**src/hw/bfl_consts.svh**
```systemverilog
// Register map, field positions, reset values and timing counts of the
// bar feeder lathe interface.
// Assumes a 20 MHz system clock and a 32-bit APB register bus.
`ifndef BFL_CONSTS_SVH
`define BFL_CONSTS_SVH

// ----------------------------------------------------------------------
// Register offsets (byte addresses)
// ----------------------------------------------------------------------
`define BFL_ADDR_W 8
`define BFL_CTRL_OFFS 8'h00
`define BFL_STATUS_OFFS 8'h04

// ----------------------------------------------------------------------
// Control register layout and reset value
// ----------------------------------------------------------------------
`define BFL_CTRL_W 6
`define BFL_CTRL_RESET 6'h22
`define BFL_CTRL_EOB_LSB 2
`define BFL_EOB_ILLEGAL 2'h3

// ----------------------------------------------------------------------
// Status register layout
// ----------------------------------------------------------------------
`define BFL_STATUS_W 10

// ----------------------------------------------------------------------
// Lathe input bit positions in the synchronised vector
// ----------------------------------------------------------------------
`define BFL_PIN_W 7
`define BFL_PIN_FEED 0
`define BFL_PIN_EJECT 1
`define BFL_PIN_CLAMP 2
`define BFL_PIN_ATPOS 3
`define BFL_PIN_SHORT 4
`define BFL_PIN_EJDONE 5
`define BFL_PIN_MDONE 6

// ----------------------------------------------------------------------
// Timing
// ----------------------------------------------------------------------
`define BFL_CLK_FREQ_KHZ 20000
`define BFL_MFIN_TIME_MS 500
`define BFL_DWELL_TIME_MS 200
`define BFL_MFIN_CYCLES (`BFL_MFIN_TIME_MS * `BFL_CLK_FREQ_KHZ)
`define BFL_MFIN_CNT_W 24

`endif

```
**src/hw/bfl_pkg.sv**
```systemverilog
// Types shared by the bar feeder lathe interface modules.
// Assumes the constants header is compiled alongside.
package bfl_pkg;

  // --------------------------------------------------------------------
  // End-of-bar timing style
  // --------------------------------------------------------------------
  typedef enum logic [1:0] {
    EOB_SHORT,
    EOB_LONG,
    EOB_STANDARD
  } bfl_eob_type;

  // --------------------------------------------------------------------
  // Software configuration, laid out as the control register
  // --------------------------------------------------------------------
  typedef struct packed {
    logic mfin_static;
    logic clamp_inv;
    bfl_eob_type eob_style;
    logic mcode_en;
    logic test_mode;
  } bfl_cfg_type;

  // --------------------------------------------------------------------
  // Sequencer states
  // --------------------------------------------------------------------
  typedef enum logic [3:0] {
    ST_IDLE,
    ST_FEED,
    ST_HOLD,
    ST_EJECT,
    ST_T_PUSH,
    ST_T_RETURN,
    ST_T_CH_UP,
    ST_T_FLAG_FWD,
    ST_T_FLAG_BACK,
    ST_T_CH_DOWN
  } bfl_state_type;

endpackage

```
**src/hw/bfl_sync_edge.sv**
```systemverilog
// Two-stage synchroniser with rise and fall detection for lathe inputs.
// Assumes the inputs are asynchronous to CLK_I.
`timescale 1ns/1ps
`default_nettype none
module bfl_sync_edge #(
  parameter int unsigned WIDTH = 7
) (
  input wire logic clk_i,
  input wire logic reset_i,
  input wire logic [WIDTH-1:0] pin_i,
  output logic [WIDTH-1:0] level_o,
  output logic [WIDTH-1:0] rise_o,
  output logic [WIDTH-1:0] fall_o
);
  logic [WIDTH-1:0] meta_q;
  logic [WIDTH-1:0] sync_q;
  logic [WIDTH-1:0] prev_q;

  // Only the second stage and its delayed copy feed any logic.
  always_ff @(posedge clk_i or posedge reset_i)
  begin
    if (reset_i)
    begin
      meta_q <= '0;
      sync_q <= '0;
      prev_q <= '0;
    end
    else
    begin
      meta_q <= pin_i;
      sync_q <= meta_q;
      prev_q <= sync_q;
    end
  end

  always_comb
  begin
    level_o = sync_q;
    rise_o = sync_q & ~prev_q;
    fall_o = ~sync_q & prev_q;
  end

  a_rise_is_edge: assert property (
    @(posedge clk_i) disable iff (reset_i)
    rise_o == (sync_q & ~$past(sync_q)))
    else $error("rise flag does not match a low to high step");
endmodule
`default_nettype wire

```
**src/hw/bfl_mfin_gen.sv**
```systemverilog
// Command-finished pulse generator, dynamic or static style.
// Assumes start_i is a one-cycle pulse and cmd_i is already synchronised.
`timescale 1ns/1ps
`default_nettype none
`include "bfl_consts.svh"
module bfl_mfin_gen #(
  parameter int unsigned CYCLES = `BFL_MFIN_CYCLES,
  parameter int unsigned CNT_W = `BFL_MFIN_CNT_W
) (
  input wire logic clk_i,
  input wire logic reset_i,
  input wire logic start_i,
  input wire logic static_i,
  input wire logic cmd_i,
  output logic mfin_o
);
  logic [CNT_W-1:0] cnt_q;
  logic [CNT_W-1:0] cnt_d;
  logic [CNT_W-1:0] high_q;

  // A static pulse never starts or stays up once the lathe drops its
  // command, so the lathe never sees a finish it did not ask for.
  always_comb
  begin
    if (static_i && !cmd_i)
      cnt_d = '0;
    else if (start_i)
      cnt_d = CNT_W'(CYCLES);
    else if (cnt_q != '0)
      cnt_d = cnt_q - CNT_W'(1);
    else
      cnt_d = '0;
  end

  always_ff @(posedge clk_i or posedge reset_i)
  begin
    if (reset_i)
    begin
      cnt_q <= '0;
      mfin_o <= 1'b0;
      high_q <= '0;
    end
    else
    begin
      cnt_q <= cnt_d;
      mfin_o <= (cnt_d != '0);
      high_q <= (cnt_d != '0) ? high_q + CNT_W'(1) : '0;
    end
  end

  a_mfin_dyn_len: assert property (
    @(posedge clk_i) disable iff (reset_i)
    $fell(mfin_o) && !$past(static_i) && !$past(start_i)
      |-> $past(high_q) == CNT_W'(CYCLES))
    else $error("dynamic finish pulse has the wrong length");

  a_mfin_static_cut: assert property (
    @(posedge clk_i) disable iff (reset_i)
    mfin_o && static_i && !cmd_i && !start_i |=> !mfin_o)
    else $error("static finish stayed high without the command");

  a_mfin_max_len: assert property (
    @(posedge clk_i) disable iff (reset_i)
    high_q <= CNT_W'(CYCLES))
    else $error("finish pulse ran past its limit");
endmodule
`default_nettype wire

```
**src/hw/bfl_feeder_if.sv**
```systemverilog
// Top of the bar feeder lathe interface: APB registers, feed sequencer,
// test running-in sequencer, end-of-bar timing and clamp polarity.
// Assumes lathe pins are asynchronous and motion axes report completion.
`timescale 1ns/1ps
`default_nettype none
`include "bfl_consts.svh"
module bfl_feeder_if #(
  parameter int unsigned MFIN_CYCLES = `BFL_MFIN_CYCLES,
  parameter int unsigned CNT_W = `BFL_MFIN_CNT_W
) (
  input wire logic CLK_I,
  input wire logic RESET_I,
  input wire logic PSEL_I,
  input wire logic PENABLE_I,
  input wire logic PWRITE_I,
  input wire logic [`BFL_ADDR_W-1:0] PADDR_I,
  input wire logic [31:0] PWDATA_I,
  output logic [31:0] PRDATA_O,
  output logic PREADY_O,
  output logic PSLVERR_O,
  input wire logic FEED_CMD_I,
  input wire logic EJECT_CMD_I,
  input wire logic CLAMP_I,
  input wire logic AT_POSITION_I,
  input wire logic SHORT_BAR_I,
  input wire logic EJECT_DONE_I,
  input wire logic MOTION_DONE_I,
  output logic FEED_O,
  output logic EJECT_O,
  output logic MFIN_O,
  output logic EOB_O,
  output logic TEST_ACTIVE_O,
  output logic [2:0] MOTION_STEP_O
);
  // --------------------------------------------------------------------
  // Helpers
  // --------------------------------------------------------------------
  typedef enum logic [1:0] {SEL_CTRL, SEL_STATUS, SEL_NONE} bfl_sel_type;

  function automatic bfl_sel_type reg_sel(
    input logic [`BFL_ADDR_W-1:0] addr
  );
    if (addr == `BFL_CTRL_OFFS)
      return SEL_CTRL;
    else if (addr == `BFL_STATUS_OFFS)
      return SEL_STATUS;
    else
      return SEL_NONE;
  endfunction

  function automatic logic [2:0] step_code(input bfl_pkg::bfl_state_type s);
    unique case (s)
      bfl_pkg::ST_T_PUSH: return 3'h1;
      bfl_pkg::ST_T_RETURN: return 3'h2;
      bfl_pkg::ST_T_CH_UP: return 3'h3;
      bfl_pkg::ST_T_FLAG_FWD: return 3'h4;
      bfl_pkg::ST_T_FLAG_BACK: return 3'h5;
      bfl_pkg::ST_T_CH_DOWN: return 3'h6;
      default: return 3'h0;
    endcase
  endfunction

  // --------------------------------------------------------------------
  // Lathe inputs
  // --------------------------------------------------------------------
  logic [`BFL_PIN_W-1:0] pin_lvl;
  logic [`BFL_PIN_W-1:0] pin_rise;
  logic [`BFL_PIN_W-1:0] pin_fall;

  bfl_sync_edge #(.WIDTH(`BFL_PIN_W)) u_sync (
    .clk_i(CLK_I),
    .reset_i(RESET_I),
    .pin_i({MOTION_DONE_I, EJECT_DONE_I, SHORT_BAR_I, AT_POSITION_I,
            CLAMP_I, EJECT_CMD_I, FEED_CMD_I}),
    .level_o(pin_lvl),
    .rise_o(pin_rise),
    .fall_o(pin_fall)
  );

  bfl_pkg::bfl_cfg_type cfg_q;
  bfl_pkg::bfl_cfg_type cfg_d;
  logic clamp_open;
  logic clamp_open_rise;

  always_comb
  begin
    clamp_open = pin_lvl[`BFL_PIN_CLAMP] ^ cfg_q.clamp_inv;
    clamp_open_rise = cfg_q.clamp_inv ? pin_fall[`BFL_PIN_CLAMP]
                                      : pin_rise[`BFL_PIN_CLAMP];
  end

  // --------------------------------------------------------------------
  // APB slave
  // --------------------------------------------------------------------
  logic [31:0] prdata_d;
  logic [`BFL_STATUS_W-1:0] status;
  bfl_sel_type sel;
  logic access;

  always_comb
  begin
    sel = reg_sel(PADDR_I);
    access = PSEL_I && PENABLE_I;
    PREADY_O = 1'b1;
    PSLVERR_O = access && (sel == SEL_NONE);
    cfg_d = cfg_q;
    if (access && PWRITE_I && sel == SEL_CTRL)
    begin
      cfg_d = bfl_pkg::bfl_cfg_type'(PWDATA_I[`BFL_CTRL_W-1:0]);
      // An undefined style code keeps the style in force.
      if (PWDATA_I[`BFL_CTRL_EOB_LSB +: 2] == `BFL_EOB_ILLEGAL)
        cfg_d.eob_style = cfg_q.eob_style;
    end
    prdata_d = PRDATA_O;
    // Read data is captured in the setup cycle so it leaves a flop.
    if (PSEL_I && !PENABLE_I && !PWRITE_I)
    begin
      unique case (sel)
        SEL_CTRL: prdata_d = {{(32-`BFL_CTRL_W){1'b0}}, cfg_q};
        SEL_STATUS: prdata_d = {{(32-`BFL_STATUS_W){1'b0}}, status};
        SEL_NONE: prdata_d = 32'h0000_0000;
      endcase
    end
  end

  always_ff @(posedge CLK_I or posedge RESET_I)
  begin
    if (RESET_I)
    begin
      cfg_q <= bfl_pkg::bfl_cfg_type'(`BFL_CTRL_RESET);
      PRDATA_O <= 32'h0000_0000;
    end
    else
    begin
      cfg_q <= cfg_d;
      PRDATA_O <= prdata_d;
    end
  end

  // --------------------------------------------------------------------
  // Feed, eject and test sequencer
  // --------------------------------------------------------------------
  bfl_pkg::bfl_state_type state_q;
  bfl_pkg::bfl_state_type state_d;
  logic mfin_start;
  logic motion_done;

  always_comb
  begin
    state_d = state_q;
    mfin_start = 1'b0;
    motion_done = pin_lvl[`BFL_PIN_MDONE];
    unique case (state_q)
      bfl_pkg::ST_IDLE:
        if (cfg_q.test_mode)
          state_d = bfl_pkg::ST_T_PUSH;
        else if (cfg_q.mcode_en ? pin_rise[`BFL_PIN_FEED] : clamp_open_rise)
          state_d = bfl_pkg::ST_FEED;
        else if (pin_rise[`BFL_PIN_EJECT])
          state_d = bfl_pkg::ST_EJECT;
      bfl_pkg::ST_FEED:
        if (cfg_q.mcode_en)
        begin
          if (pin_lvl[`BFL_PIN_ATPOS])
          begin
            state_d = bfl_pkg::ST_HOLD;
            mfin_start = 1'b1;
          end
        end
        else if (!clamp_open)
          state_d = bfl_pkg::ST_IDLE;
      bfl_pkg::ST_HOLD:
        if (!clamp_open)
          state_d = bfl_pkg::ST_IDLE;
      bfl_pkg::ST_EJECT:
        if (pin_lvl[`BFL_PIN_EJDONE])
        begin
          state_d = bfl_pkg::ST_IDLE;
          mfin_start = 1'b1;
        end
      bfl_pkg::ST_T_PUSH:
        if (motion_done)
          state_d = bfl_pkg::ST_T_RETURN;
      bfl_pkg::ST_T_RETURN:
        if (motion_done)
          state_d = bfl_pkg::ST_T_CH_UP;
      bfl_pkg::ST_T_CH_UP:
        if (motion_done)
          state_d = bfl_pkg::ST_T_FLAG_FWD;
      bfl_pkg::ST_T_FLAG_FWD:
        if (motion_done)
          state_d = bfl_pkg::ST_T_FLAG_BACK;
      bfl_pkg::ST_T_FLAG_BACK:
        if (motion_done)
          state_d = bfl_pkg::ST_T_CH_DOWN;
      bfl_pkg::ST_T_CH_DOWN:
        // Leaving test mode only takes effect at the end of a full cycle.
        if (motion_done)
          state_d = cfg_q.test_mode ? bfl_pkg::ST_T_PUSH
                                    : bfl_pkg::ST_IDLE;
      default:
        state_d = bfl_pkg::ST_IDLE;
    endcase
  end

  always_ff @(posedge CLK_I or posedge RESET_I)
  begin
    if (RESET_I)
    begin
      state_q <= bfl_pkg::ST_IDLE;
      FEED_O <= 1'b0;
      EJECT_O <= 1'b0;
      MOTION_STEP_O <= 3'h0;
      TEST_ACTIVE_O <= 1'b0;
    end
    else
    begin
      state_q <= state_d;
      FEED_O <= (state_d == bfl_pkg::ST_FEED) ||
                (state_d == bfl_pkg::ST_HOLD);
      EJECT_O <= (state_d == bfl_pkg::ST_EJECT);
      MOTION_STEP_O <= step_code(state_d);
      TEST_ACTIVE_O <= (step_code(state_d) != 3'h0);
    end
  end

  // --------------------------------------------------------------------
  // Command-finished signal
  // --------------------------------------------------------------------
  bfl_mfin_gen #(.CYCLES(MFIN_CYCLES), .CNT_W(CNT_W)) u_mfin (
    .clk_i(CLK_I),
    .reset_i(RESET_I),
    .start_i(mfin_start),
    .static_i(cfg_q.mfin_static),
    .cmd_i(pin_lvl[`BFL_PIN_FEED] | pin_lvl[`BFL_PIN_EJECT]),
    .mfin_o(MFIN_O)
  );

  // --------------------------------------------------------------------
  // End of bar
  // --------------------------------------------------------------------
  logic eob_q;
  logic eob_d;
  logic [1:0] fin_cnt_q;
  logic [1:0] fin_cnt_d;
  logic mfin_prev_q;
  logic mfin_rise;
  logic eob_out_d;

  always_comb
  begin
    mfin_rise = MFIN_O && !mfin_prev_q;
    eob_d = eob_q;
    fin_cnt_d = fin_cnt_q;
    if (cfg_q.eob_style == bfl_pkg::EOB_LONG && eob_q && mfin_rise)
    begin
      if (fin_cnt_q == 2'h1)
      begin
        eob_d = 1'b0;
        fin_cnt_d = 2'h0;
      end
      else
        fin_cnt_d = fin_cnt_q + 2'h1;
    end
    if (cfg_q.eob_style == bfl_pkg::EOB_STANDARD &&
        pin_rise[`BFL_PIN_EJECT])
      eob_d = 1'b0;
    // A new short bar wins over a clear in the same cycle.
    if (cfg_q.eob_style != bfl_pkg::EOB_SHORT &&
        pin_rise[`BFL_PIN_SHORT])
    begin
      eob_d = 1'b1;
      fin_cnt_d = 2'h0;
    end
    if (cfg_q.eob_style == bfl_pkg::EOB_SHORT)
    begin
      eob_d = 1'b0;
      fin_cnt_d = 2'h0;
      eob_out_d = pin_lvl[`BFL_PIN_SHORT] && !clamp_open;
    end
    else
      eob_out_d = eob_d;
  end

  always_ff @(posedge CLK_I or posedge RESET_I)
  begin
    if (RESET_I)
    begin
      eob_q <= 1'b0;
      fin_cnt_q <= 2'h0;
      mfin_prev_q <= 1'b0;
      EOB_O <= 1'b0;
    end
    else
    begin
      eob_q <= eob_d;
      fin_cnt_q <= fin_cnt_d;
      mfin_prev_q <= MFIN_O;
      EOB_O <= eob_out_d;
    end
  end

  always_comb
  begin
    status = {TEST_ACTIVE_O, EJECT_O, clamp_open, EOB_O, MFIN_O, FEED_O,
              state_q};
  end

  // --------------------------------------------------------------------
  // Checks
  // --------------------------------------------------------------------
  a_feed_on_cmd: assert property (
    @(posedge CLK_I) disable iff (RESET_I)
    $rose(FEED_O) && $past(cfg_q.mcode_en) |-> $past(pin_rise[0]))
    else $error("feed began without a feed command");

  a_fin_at_pos: assert property (
    @(posedge CLK_I) disable iff (RESET_I)
    state_q == bfl_pkg::ST_FEED && cfg_q.mcode_en && pin_lvl[3]
      |=> FEED_O ##1 MFIN_O)
    else $error("no finish signal after reaching position");

  a_clamp_stop: assert property (
    @(posedge CLK_I) disable iff (RESET_I)
    state_q == bfl_pkg::ST_FEED && !cfg_q.mcode_en &&
      (pin_lvl[2] == cfg_q.clamp_inv) |=> !FEED_O)
    else $error("feed continued with clamp closed");

  a_eob_short: assert property (
    @(posedge CLK_I) disable iff (RESET_I)
    EOB_O && $past(cfg_q.eob_style == bfl_pkg::EOB_SHORT)
      |-> $past(pin_lvl[4]) && !$past(clamp_open))
    else $error("short style end-of-bar with clamp open");

  a_eob_std_clear: assert property (
    @(posedge CLK_I) disable iff (RESET_I)
    cfg_q.eob_style == bfl_pkg::EOB_STANDARD && pin_rise[1] && !pin_rise[4]
      |=> !EOB_O)
    else $error("standard end-of-bar not cleared by ejection");

  a_eob_long_hold: assert property (
    @(posedge CLK_I) disable iff (RESET_I)
    cfg_q.eob_style == bfl_pkg::EOB_LONG && eob_q && mfin_rise &&
      fin_cnt_q == 2'h0 && !pin_rise[4] |=> EOB_O ##0 fin_cnt_q == 2'h1)
    else $error("long end-of-bar dropped on first finish");

  a_test_order: assert property (
    @(posedge CLK_I) disable iff (RESET_I)
    state_q == bfl_pkg::ST_T_CH_UP && motion_done
      |=> MOTION_STEP_O == 3'h4 && TEST_ACTIVE_O)
    else $error("test cycle skipped the flag advance");
endmodule
`default_nettype wire

```
**config.mk**
```make
export PLATFORM = sky130hd
export DESIGN_NAME = bfl_feeder_if
export DESIGN_NICKNAME = d
export VERILOG_FILES = /design/src/hw/bfl_pkg.sv /design/src/hw/bfl_sync_edge.sv /design/src/hw/bfl_mfin_gen.sv /design/src/hw/bfl_feeder_if.sv
export VERILOG_INCLUDE_DIRS = /design/src /design/src/hw
export SDC_FILE = /design/constraint.sdc
export NUM_CORES = 1
export LEC_CHECK = 0
export BUFFER_PORTS_ARGS = -buffer_cell sky130_fd_sc_hd__buf_2
export CAP_MARGIN = 10
export CORE_MARGIN = 4
export CORE_UTILIZATION = 55
export DETAILED_ROUTE_END_ITERATION = 8
export PLACE_DENSITY = 0.87
export SYNTH_ARGS = -nofsm -noshare
export SYNTH_HDL_FRONTEND = slang
export SYNTH_SLANG_ARGS = --single-unit
```
**constraint.sdc**
```tcl
create_clock -name CLK_I -period 4.2 [get_ports CLK_I]
set_clock_uncertainty 0.1 [all_clocks]
set_input_delay 0.21 -clock CLK_I [delete_from_list [all_inputs] [get_ports CLK_I]]
set_output_delay 0.21 -clock CLK_I [all_outputs]
set_load 0.05 [all_outputs]
```
**Yosys cells after proc, flatten, opt, wreduce, memory -nomap -nowiden**

Index checks and enable logic that the tools add are counted.
W data, S select, Z words.

- Equal/unequal tests: 25
- Bitwise gates (word level): 7
- Divide/modulo/power cells: 0
- Reductions and logical operators: 29
- $add $sub $neg: 2
- Multiply operators: 0
- Shifts and indexed selects: 0
- Muxes and demuxes: 38
- Order comparisons: 0

Operator list:

| cell | count |
|---|---|
| $pmux W32 S3 | 1 |
| $mux W24 | 3 |
| $mux W4 | 13 |
| $reduce_bool A24 Y1 | 2 |
| $pmux W4 S10 | 1 |
| $eq A4 B3 Y1 const B | 8 |
| $sub A24 B1 Y24 const B | 1 |
| $pmux W3 S6 | 1 |
| $eq A4 B2 Y1 const B | 4 |
| $eq A4 B4 Y1 const B | 4 |
| $logic_and A1 B1 Y1 | 13 |
| $mux W2 | 6 |
| $mux W1 | 11 |
| $eq A4 B1 Y1 const B | 2 |
| $eq A8 B3 Y1 const B | 1 |
| $logic_not A8 Y1 | 1 |
| $eq A2 B1 Y1 const B | 3 |
| $eq A2 B2 Y1 const B | 3 |
| $reduce_bool A3 Y1 | 2 |
| $and A5 B5 Y5 | 1 |
| $logic_not A1 Y1 | 5 |
| $not A5 Y5 | 1 |
| $logic_not A2 Y1 | 2 |
| $logic_not A4 Y1 | 1 |
| 11 further kinds | 11 |

- Output and inout port bits: 42
- Bits in latches: 0
- ROM bits: 0
- RAM bits: 0
- Bits in registers: 97
- Memories: 0
- Logic and storage cells: 121

**Longest topological paths before layout**

Gate-level depths: netlist (run 1).

- Word-level depth: 10
- Mapped depth: 9
- Depth with buffers taken out: 8

**Hierarchy**

Synthesis (run 1) repeated with hierarchy kept, for this count alone.

- Cells, all modules: 368
- Area total of the unflattened synthesis: 3910.0 um2

By module, submodules not included:

| module | cells an instance | area each (um2) | instances |
|---|---|---|---|
| bfl_feeder_if | 176 | 1712.9 | 1 |
| bfl_mfin_gen | 156 | 1545.2 | 1 |
| bfl_sync_edge | 36 | 651.9 | 1 |

**Least setup slack after synthesis (run 1)**

No wires, ideal clock.

- Path type: register -> register
- From: reg u_mfin.cnt_q[0]
- To: reg u_mfin.mfin_o
- Stages on the path, launching flop included: 10
- Period minus slack after synthesis: 2.341 ns
- Path slack: 1.859 ns
- Arrival time: 2.101 ns
- Required time: 3.960 ns
- Library setup time: 0.140 ns
- Path through: dfrtp_1 > inv_1 > ha_1 > buf_2 > or4b_4 > nor4_1 > xnor2_1 > nand2_1 > o41ai_2 > nand4_1

- Cells in the longest elaborated chain, start to end: 5
- Elaborated cells between the ends (all ways): 6

RTL lines:

| element | RTL line | text |
|---|---|---|
| start, declared | bfl_mfin_gen.sv:17 | `logic [CNT_W-1:0] cnt_q;` |
| start signal, assigned | bfl_mfin_gen.sv:45 | `cnt_q <= cnt_d;` |
| $sub A24 B1 Y24 or $reduce_bool A24 Y1 (tied branches) | bfl_mfin_gen.sv:30, bfl_mfin_gen.sv:29 |  |
| $mux W24 * | bfl_mfin_gen.sv:29 | `else if (cnt_q != '0)` |
| $mux W24 * | bfl_mfin_gen.sv:27 | `else if (start_i)` |
| $mux W24 * | bfl_mfin_gen.sv:25 | `if (static_i && !cmd_i)` |
| $reduce_bool A24 Y1 * | bfl_mfin_gen.sv:46 | `mfin_o <= (cnt_d != '0);` |
| end signal, assigned | bfl_mfin_gen.sv:46 |  |
| end, declared | bfl_mfin_gen.sv:15 | `output logic mfin_o` |

Every way passes the cells marked *; elsewhere a longest branch is shown, timed or not.
A chain may end at the register's enable or synchronous reset.

**Worst setup path in the final report (run 1)**

Ends and elaborated chain as after synthesis.

==> results.json, run 1 <==
{
  "outcome": "complete, but fails checks",
  "violations": "hold timing",
  "layout_common_cells": "dfrtp_1 (72), nor2_1 (45), buf_2 (44)",
  "drc_errors": 0,
  "layout-drive-gt1-share_pct": 19.34,
  "path_depth": 8,
  "p_per_area_nw_per_um2": 591.1,
  "final_common_cell": "dfrtp_1",
  "slowest_stage": "or4b_4",
  "synthesis.instances": 368,
  "grt_usage_pct": 19.87,
  "wl_um": 7409,
  "cp_cell_sequence": "inv_1 -> ha_1 -> or4b_4 -> nor4_1 -> xnor2_1 -> nand2_1 -> o41ai_2 -> nand4_1",
  "hold_ws_ns": -0.01449,
  "clock-sinks": 74,
  "path_max_fanout": 8,
  "ys.flop_type": "dfrtp_1",
  "vias": 2787,
  "root_buffer": "clkbuf_8",
  "cts_resized": 0,
  "firstDrtPassIters": 5,
  "num_antenna_cells": 0,
  "syn_area_per_cell_um2": 10.12,
  "startpoint_type": "flip-flop",
  "hold_viol": 42,
  "dieArea_um2": 8150,
  "overflow": 0,
  "gp_congestion": 0.8966,
  "slew_headroom_pct": 34.80,
  "place_hpwl_um": 5340,
  "worst-setup-path-type": "flip-flop to flip-flop",
  "setup-violations-final": 0,
  "rsz0062_at_grt": "no",
  "post-synth-top-area-cell": "dfrtp_1",
  "slew_violations": 0,
  "area_delta_synth_final_pct": 12.97,
  "rr_worst_depth": 8,
  "grt_pass1_wl_um": 13110,
  "cts_tree": "yes",
  "top_level_ports": 94,
  "cap_violations": 0,
  "setup_tns_ns": 0,
  "synth_cell_type_count": 59,
  "cp-end-kind": "flip-flop",
  "h-tree-depth": 3,
  "fp.dieH_um": 90.28,
  "async_reset_ff_share_pct": 100.0,
  "synth_edf_count": 0,
  "p_leak_nw": 1.879,
  "cp_data_arrival_time_ns": 2.79,
  "num-nets-final": 473,
  "hp-class": "primary input to asynchronous set/reset pin",
  "ant_nets": 0,
  "core_um2": 6459,
  "ys_seq_area_share_pct": 49.80,
  "yosys.area.top_type_share_pct": 48.39,
  "grt_pass1_vias": 2792,
  "slowest_delay_ns": 0.55,
  "netlist_area_um2": 3724,
  "initial_core_util_pct": 57.65,
  "drt_iter0_drc": 169,
  "grt_max_degree": 50,
  "antenna_found_initial": 0,
  "hold_buffers": 12,
  "synthTopCellsByArea": "dfrtp_1 (48%), buf_4 (4.8%), nor2_1 (4.5%)",
  "min_period_ns": 2.677,
  "ys_seq_elements": 74,
  "cts_setup_buffers": 0,
  "die_x_um": 90.28,
  "routed_via_density": 5.563,
  "io_buffers": 44,
  "cp-startpoint": "u_mfin.cnt_q[0]",
  "clock.fmax_ghz": 0.3736,
  "wl_per_cell_um": 14.79,
  "path_delay_family": "simple AND/OR/NAND/NOR gates",
  "num_rows": 29,
  "path_clk_slew_ns": 0.09,
  "irDropWorstVdd_v": 0.0004650,
  "numCtsBuffers": 9,
  "yosys_warnings": 0,
  "power_mw": 2.486,
  "clkLatencyLatePin_ns": 0.36,
  "worstPathRequired_ns": 4.31,
  "ctsLongestPathBuffers": 2,
  "worst_pin_slew_ns": 0.9765,
  "r2r-start": "u_mfin.cnt_q[0]",
  "post-route-period-util_pct": 63.73,
  "path_buf_inv": 1
}
[area by class of cell]
cell class / count / area, um^2
clock buffer: 9 / 123.9
clock inverter: 7 / 82.58
fill: 499 / 2252
inverter: 10 / 37.54
multi-input combinational: 267 / 1664
sequential: 74 / 1854
tap: 77 / 96.34
timing repair buffer: 57 / 347.8
[through the flow]
step | cells | util [%] | worst slack (ns) | hold slack (ns) | area (um^2)
2_1_floorplan | 389 | - | 1.859 | 0.1414 | 3802
3_3_place_gp | 473 | 60.07 | 1.634 | 0.2181 | 3880
3_5_place_dp | 473 | 60.07 | 1.577 | 0.2193 | 3880
4_1_cts | 501 | 65.13 | 1.539 | 0.004679 | 4207
5_1_grt | 501 | 65.13 | 1.365 | 0.002346 | 4207
6_report | 501 | 65.13 | 1.523 | -0.01449 | 4207
[worst paths after layout]
kind	to	slack (ns)
worst max-delay path	u_mfin.mfin_o	1.52
worst min-delay path	state_q[3]	-0.01
worst max register to register	u_mfin.mfin_o	1.52
worst min register to register	u_sync.level_o[1]	0.24
max in group asynchronous	cfg_q[5]	3.09
min in group CLK_I	cfg_q[2]	0.02
[flip-flops by register name, indices dropped and copies added (netlist names), 2 cells and up]
name / flops
MOTION_STEP_O: 3
PRDATA_O: 10
u_sync.meta_q: 7
u_sync.prev_q: 4
u_sync.level_o: 7
u_mfin.cnt_q: 24
cfg_q: 6
state_q: 4
fin_cnt_q: 2
[cell usage after synthesis, drive strengths merged (5+ instances only)]
library cell / number
nand2b: 6
o31ai: 11
o22ai: 5
xor2: 5
nor3: 12
inv: 10
a21oi: 13
o21ai: 12
nand2: 25
clkbuf: 8
nor2: 45
dfrtp: 72
buf: 30
nor4: 9
mux2: 5
xnor2: 16
nor2b: 5
and2: 6
mux2i: 6
nand3: 10
[routing by layer]
metal / track usage [%] / share of wire [%]
met1: 24.70 / 43
met5: 0 / 0
met4: 5.357 / 1.2
met2: 32.55 / 49
met3: 7.583 / 7.0
[cell families (layout without fill, tap and decap cells)]
logic type	after synthesis	in the layout	share of synthesized area, %
simple gates	146	146	21.61
flops	74	74	49.80
mux	11	11	3.125
other cells	2	23	0.2017
fa+ha+maj	2	2	0.6719
compound gates	64	64	12.03
buf+inv	48	83	7.628
xor+xnor	21	21	4.939
[where the power goes]
group / total (mW) / internal [mW] / switching, mW
Sequential: 1.11 / 0.872 / 0.238
Combinational: 0.805 / 0.331 / 0.474
Clock: 0.572 / 0.284 / 0.288
(Power assumes the default switching activity.)
==> run 2: changes to the inputs <==
--- a/config.mk
+++ b/config.mk
@@ -9,9 +9,9 @@
 export BUFFER_PORTS_ARGS = -buffer_cell sky130_fd_sc_hd__buf_2
 export CAP_MARGIN = 10
 export CORE_MARGIN = 4
-export CORE_UTILIZATION = 55
+export CORE_UTILIZATION = 48
 export DETAILED_ROUTE_END_ITERATION = 8
-export PLACE_DENSITY = 0.87
+export PLACE_DENSITY = 0.81
 export SYNTH_ARGS = -nofsm -noshare
 export SYNTH_HDL_FRONTEND = slang
 export SYNTH_SLANG_ARGS = --single-unit
==> constraint.sdc (replaced) <==
create_clock -name CLK_I -period 2.35 [get_ports CLK_I]
set_clock_uncertainty 0.1 [all_clocks]
set_input_delay 0.1175 -clock CLK_I [delete_from_list [all_inputs] [get_ports CLK_I]]
set_output_delay 0.1175 -clock CLK_I [all_outputs]
set_load 0.05 [all_outputs]
==> run 2 against run 1 <==
Compared with the run above:
- die area rose by 13%
- power grew 96%
- sequential cell count unchanged
- the flow now finishes without violations
- via count increased by 4.5%
- first-iteration DRC count increased by 18%
- design area up 8.2%
- critical endpoint unchanged
==> results.json, run 2 (synthesis results as in run 1) <==
{
  "slew_headroom_pct": 64.63,
  "place_inst": 513,
  "grt_usage_pct": 18.67,
  "num_rows": 31,
  "overflow": 0,
  "placed_area_um2": 4055,
  "core_um2": 7408,
  "top_regs": "u_mfin.cnt_q x24, PRDATA_O x10",
  "irDropWorstVdd_v": 0.0004593,
  "wl_um": 8117,
  "setup_tns_ns": 0,
  "regMostFlops": "u_mfin.cnt_q",
  "path_clk_slew_ns": 0.09,
  "worst-setup-path-type": "flip-flop to flip-flop",
  "stdcell_count": 548,
  "fill_cells": 601,
  "p_leak_nw": 2.031,
  "io_buffers": 44,
  "hold_ws_ns": 0.1260,
  "routed_via_density": 5.314,
  "cp_data_arrival_time_ns": 2.40,
  "dp_slack_ns": -0.01875,
  "clock-sinks": 74,
  "startpoint_type": "flip-flop",
  "antenna_found_initial": 0,
  "cp-startpoint": "u_mfin.cnt_q[11]",
  "grt_pass1_wl_um": 13280,
  "finalInstanceArea_um2": 4553,
  "worstPathRequired_ns": 2.46,
  "outcome": "complete, no violations",
  "cp-end-kind": "flip-flop",
  "dieArea_um2": 9230,
  "hp-class": "primary input to flip-flop",
  "die_x_um": 96.08,
  "drt_iter0_drc": 199,
  "hold_start": "PADDR_I[2]",
  "path_max_fanout": 7,
  "p_per_area_nw_per_um2": 1072,
  "vias": 2912,
  "initial_core_util_pct": 50.26,
  "root_buffer": "clkbuf_8",
  "num_antenna_cells": 0,
  "layout-drive-gt1-share_pct": 25.84,
  "fp.dieH_um": 96.08,
  "power_mw": 4.883,
  "place_hpwl_um": 5508,
  "numCtsBuffers": 9,
  "post-route-util_pct": 61.46,
  "grt_pass1_vias": 2851,
  "setup-violations-final": 0,
  "firstDrtPassIters": 4,
  "clock.fmax_ghz": 0.4366,
  "grt_use_met1_pct": 24.92,
  "clkLatencyLatePin_ns": 0.35,
  "top_level_ports": 94,
  "num-nets-final": 498,
  "cap_violations": 0,
  "grt_use_met2_pct": 28.98,
  "h-tree-depth": 3,
  "final_common_cell": "dfrtp_1",
  "ant_nets": 0,
  "drc_errors": 0,
  "r2r-start": "u_mfin.cnt_q[11]",
  "slew_violations": 0,
  "grtUsageMet3_pct": 3.284,
  "ctsLongestPathBuffers": 2,
  "grt_max_degree": 75,
  "busiest_layer": "met2",
  "hold_viol": 0,
  "area_delta_synth_final_pct": 22.28,
  "largest_reg_flops": 24,
  "gp_congestion": 0.8873,
  "min_period_ns": 2.290,
  "layout_common_cells": "dfrtp_1 (72), nor2_1 (45), buf_2 (44)",
  "post-route-period-util_pct": 97.45,
  "worst_pin_slew_ns": 0.5292,
  "wl_per_cell_um": 14.81,
  "cts_tree": "yes",
  "worst_slack_ns": 0.05983
}
==> run 2: changes by cell type in the layout (fill, tap and decap cells not counted), sizes merged <==
cell         change
clkinv           +2
bufinv           +1
dlygate4sd3      +3
clkbuf           +1
buf             +22
inv              -3
clkinvlp         -1
==> run 2: routing by layer <==
layer  vias up  share of wire (%)
li1       1396                  -
met2        99                 48
met1      1402                 44
met5         -                  0
met3        15                5.6
met4         0                1.9
==> run 2: power by group <==
part	switching, mW	internal [mW]	total [mW]
Clock	0.476	0.602	1.08
Combinational	1.05	0.785	1.83
Sequential	0.412	1.56	1.97
==> run 2: timing repair <==
item                                    in CTS  in global routing
setup buffers                                0                  4
endpoints found under the hold margin       85                  0
gates cloned                                 0                  0
hold buffers                                15                  0
endpoints found under the setup margin       1                  1
pin swaps                                    2                 11
gates resized for setup                      5                 15
==> run 2: worst paths after layout <==
path,slack (ns),to,cells past startpoint
max in group asynchronous,1.54,cfg_q[5],4
setup reg to reg,0.06,u_mfin.mfin_o,5
hold reg to reg,0.25,u_sync.level_o[3],0
min in group asynchronous,0.29,FEED_O,4
hold / removal,0.13,PRDATA_O[1],3
setup / recovery,0.06,u_mfin.mfin_o,5
==> run 2: worst max-delay path, cell delays in order, from the launching register on <==
cell,delay [ns]
dfrtp_1,0.50
or4_4,0.56
o41ai_1,0.37
o21ai_1,0.16
o41ai_2,0.33
nand4_1,0.14
==> run 2: area by class of cell <==
class                   instances  area, um^2  share of cell area [%]
clock buffers                  10       127.6                   2.803
clock inverters                 6       90.09                   1.979
inverters                      10       37.54                  0.8244
multi-input cells             267        1764                   38.75
flip-flops and latches         74        1854                   40.73
well taps                      99       123.9                   2.721
repair buffers                 82       555.5                   12.20
==> run 3: changes to the inputs <==
--- a/config.mk
+++ b/config.mk
@@ -6,11 +6,13 @@
 export SDC_FILE = /design/constraint.sdc
 export NUM_CORES = 1
 export LEC_CHECK = 0
+export ABC_AREA = 1
 export BUFFER_PORTS_ARGS = -buffer_cell sky130_fd_sc_hd__buf_2
 export CAP_MARGIN = 10
 export CORE_MARGIN = 4
 export CORE_UTILIZATION = 48
 export DETAILED_ROUTE_END_ITERATION = 8
+export HOLD_SLACK_MARGIN = 0.02
 export PLACE_DENSITY = 0.81
 export SYNTH_ARGS = -nofsm -noshare
 export SYNTH_HDL_FRONTEND = slang
==> run 3 against run 2 <==
Compared with the run above:
- register-to-register slack better by 0.11 ns
- highest routed layer unchanged
- largest cell class unchanged
- power up 6.3%
- design area down 0.85%
==> results.json, run 3 <==
{
  "cap_violations": 0,
  "dp_slack_ns": 0.2144,
  "wl_um": 8109,
  "initial_core_util_pct": 49.66,
  "grt_pass1_vias": 3153,
  "cts_resized": 0,
  "yosys.area.top_type_share_pct": 46.47,
  "regMostFlops": "u_mfin.cnt_q",
  "startpoint_type": "flip-flop",
  "ys.flop_type": "dfrtp_1",
  "num_antenna_cells": 0,
  "synth_cell_type_count": 39,
  "cp-end-kind": "flip-flop",
  "grt_max_degree": 51,
  "p_per_area_nw_per_um2": 1150,
  "slew_violations": 0,
  "drt_iter0_drc": 193,
  "synth_most_common_cell": "nand2_1",
  "num-nets-final": 608,
  "hold_viol": 0,
  "num_rows": 32,
  "cts_tree": "yes",
  "rsz0062_at_grt": "no",
  "hp-class": "primary input to flip-flop",
  "layout_common_cells": "nand2_1 (108), inv_1 (74), dfrtp_1 (72)",
  "place_hpwl_um": 6040,
  "syn_area_per_cell_um2": 8.028,
  "ctsLongestPathBuffers": 2,
  "drc_errors": 0,
  "firstDrtPassIters": 5,
  "min_period_ns": 2.175,
  "root_buffer": "clkbuf_8",
  "die_x_um": 97.88,
  "routed_via_density": 4.976,
  "synthesis.instances": 483,
  "overflow": 0,
  "io_buffers": 44,
  "yosys_warnings": 0,
  "final_common_cell": "nand2_1",
  "clock.fmax_ghz": 0.4597,
  "netlist_area_um2": 3877,
  "worstPathRequired_ns": 2.48,
  "async_reset_ff_share_pct": 100.0,
  "largest_reg_flops": 24,
  "top_regs": "u_mfin.cnt_q x24, PRDATA_O x10",
  "worst_pin_slew_ns": 0.5216,
  "post-route-util_pct": 57.82,
  "dieArea_um2": 9580,
  "setup-violations-final": 0,
  "wl_per_cell_um": 12.27,
  "ff_latch_area_um2": 1854,
  "numCtsBuffers": 9,
  "ys_seq_area_share_pct": 47.82,
  "outcome": "complete, no violations",
  "ant_nets": 0,
  "worst-setup-path-type": "flip-flop to flip-flop",
  "setup_tns_ns": 0,
  "p_leak_nw": 2.478,
  "post-route-period-util_pct": 92.57,
  "area_delta_synth_final_pct": 16.42,
  "h-tree-depth": 3,
  "worst_slack_ns": 0.1746,
  "synth_common_cells": "nand2_1 (108), inv_1 (75), dfrtp_1 (72)",
  "antenna_found_initial": 0,
  "clock-sinks": 74,
  "cp_data_arrival_time_ns": 2.31,
  "grt_usage_pct": 17.54,
  "synthTopCellsByArea": "dfrtp_1 (46%), nand2_1 (10%), inv_1 (7.3%)",
  "layout-drive-gt1-share_pct": 15.56,
  "slew_headroom_pct": 65.17,
  "ys_seq_elements": 74,
  "irDropWorstVdd_v": 0.0006239,
  "multiInputGateArea_um2": 1625,
  "path_clk_slew_ns": 0.08,
  "core_um2": 7807,
  "fp.dieH_um": 97.88,
  "power_mw": 5.192,
  "fill_cells": 690,
  "path_max_fanout": 6,
  "grt_pass1_wl_um": 13890,
  "top_level_ports": 94,
  "vias": 3289,
  "clkLatencyLatePin_ns": 0.35,
  "synth_edf_count": 0,
  "post-synth-top-area-cell": "dfrtp_1",
  "gp_congestion": 0.9697
}
## run 3: cell count changes in the layout (fill, tap and decap cells not counted), sizes merged, moves of 9 or more
cell,before,now
nand3,10,39
nor2,45,73
nand2,25,110
buf,67,49
o31ai,11,2
inv,11,79
xnor2,16,4
## run 3: cells by family after synthesis
kind of cell,Yosys count,share of synthesized area (%)
flip-flops,74,47.82
adder cells (fa/ha/maj),2,0.6453
AND/OR/NAND/NOR,246,29.04
XOR/XNOR,11,2.485
buffers and inverters,103,12.29
AO/OA/AOI/OAI,45,7.519
other,2,0.1937
## run 3: worst max-delay path: stages (launching register included)
cell and delay, ns:
dfrtp_1 0.40, inv_1 0.10, ha_1 0.19, nand2_1 0.13, nor2_2 0.30, nand3_1 0.11
nand3_1 0.10, nand2_1 0.06, nand2_1 0.09, nand2_1 0.07, nor2_1 0.11, nand2_1 0.06
nor2_1 0.17, nand2_1 0.07
## run 3: what timing repair did
action	CTS	global route
hold buffers	15	0
setup buffers	0	0
endpoints found under the setup margin	0	0
endpoints found under the hold margin	37	0
## run 3: layout make-up
| class | count | share of cell area (%) |
|---|---|---|
| sequential | 74 | 41.08 |
| multi-input combinational | 327 | 36.00 |
| timing repair buffer | 64 | 9.313 |
| inverter | 78 | 6.486 |
| clock buffer | 10 | 2.827 |
| tap | 102 | 2.827 |
| clock inverter | 6 | 1.469 |
## run 3: report_power, final
group          switching, mW  internal (mW)
Clock                  0.485          0.495
Combinational           1.69          0.743
Sequential             0.233           1.55
## run 3: worst paths after layout
kind,start,endpoint,slack (ns),cells after the start
min in group asynchronous,RESET_I,MOTION_STEP_O[2],0.26,3
hold reg to reg,u_sync.meta_q[3],u_sync.level_o[3],0.24,0
setup / recovery,u_mfin.cnt_q[0],u_mfin.mfin_o,0.17,13
max in group asynchronous,RESET_I,cfg_q[1],1.21,4
setup reg to reg,u_mfin.cnt_q[0],u_mfin.mfin_o,0.17,13
hold / removal,PWRITE_I,cfg_q[5],0.08,5
## run 3: metrics by stage
step	area [um^2]	instances	hold WS, ns
detailed placement	4170	630	0.08684
global route	4514	661	0.1162
global placement	4170	630	0.08351
floorplan	3956	504	0.04893
CTS	4514	661	0.07147
finish	4514	661	0.08185
## run 3: metal layers
| metal | vias to the layer above | routed length (um) | GRT usage (%) |
|---|---|---|---|
| met3 | 15 | 622 | 4.071 |
| li1 | 1626 | - | - |
| met1 | 1519 | 3276 | 21.79 |
| met2 | 129 | 4029 | 28.85 |
| met4 | 0 | 180 | 8.413 |
| met5 | - | 0 | 0 |
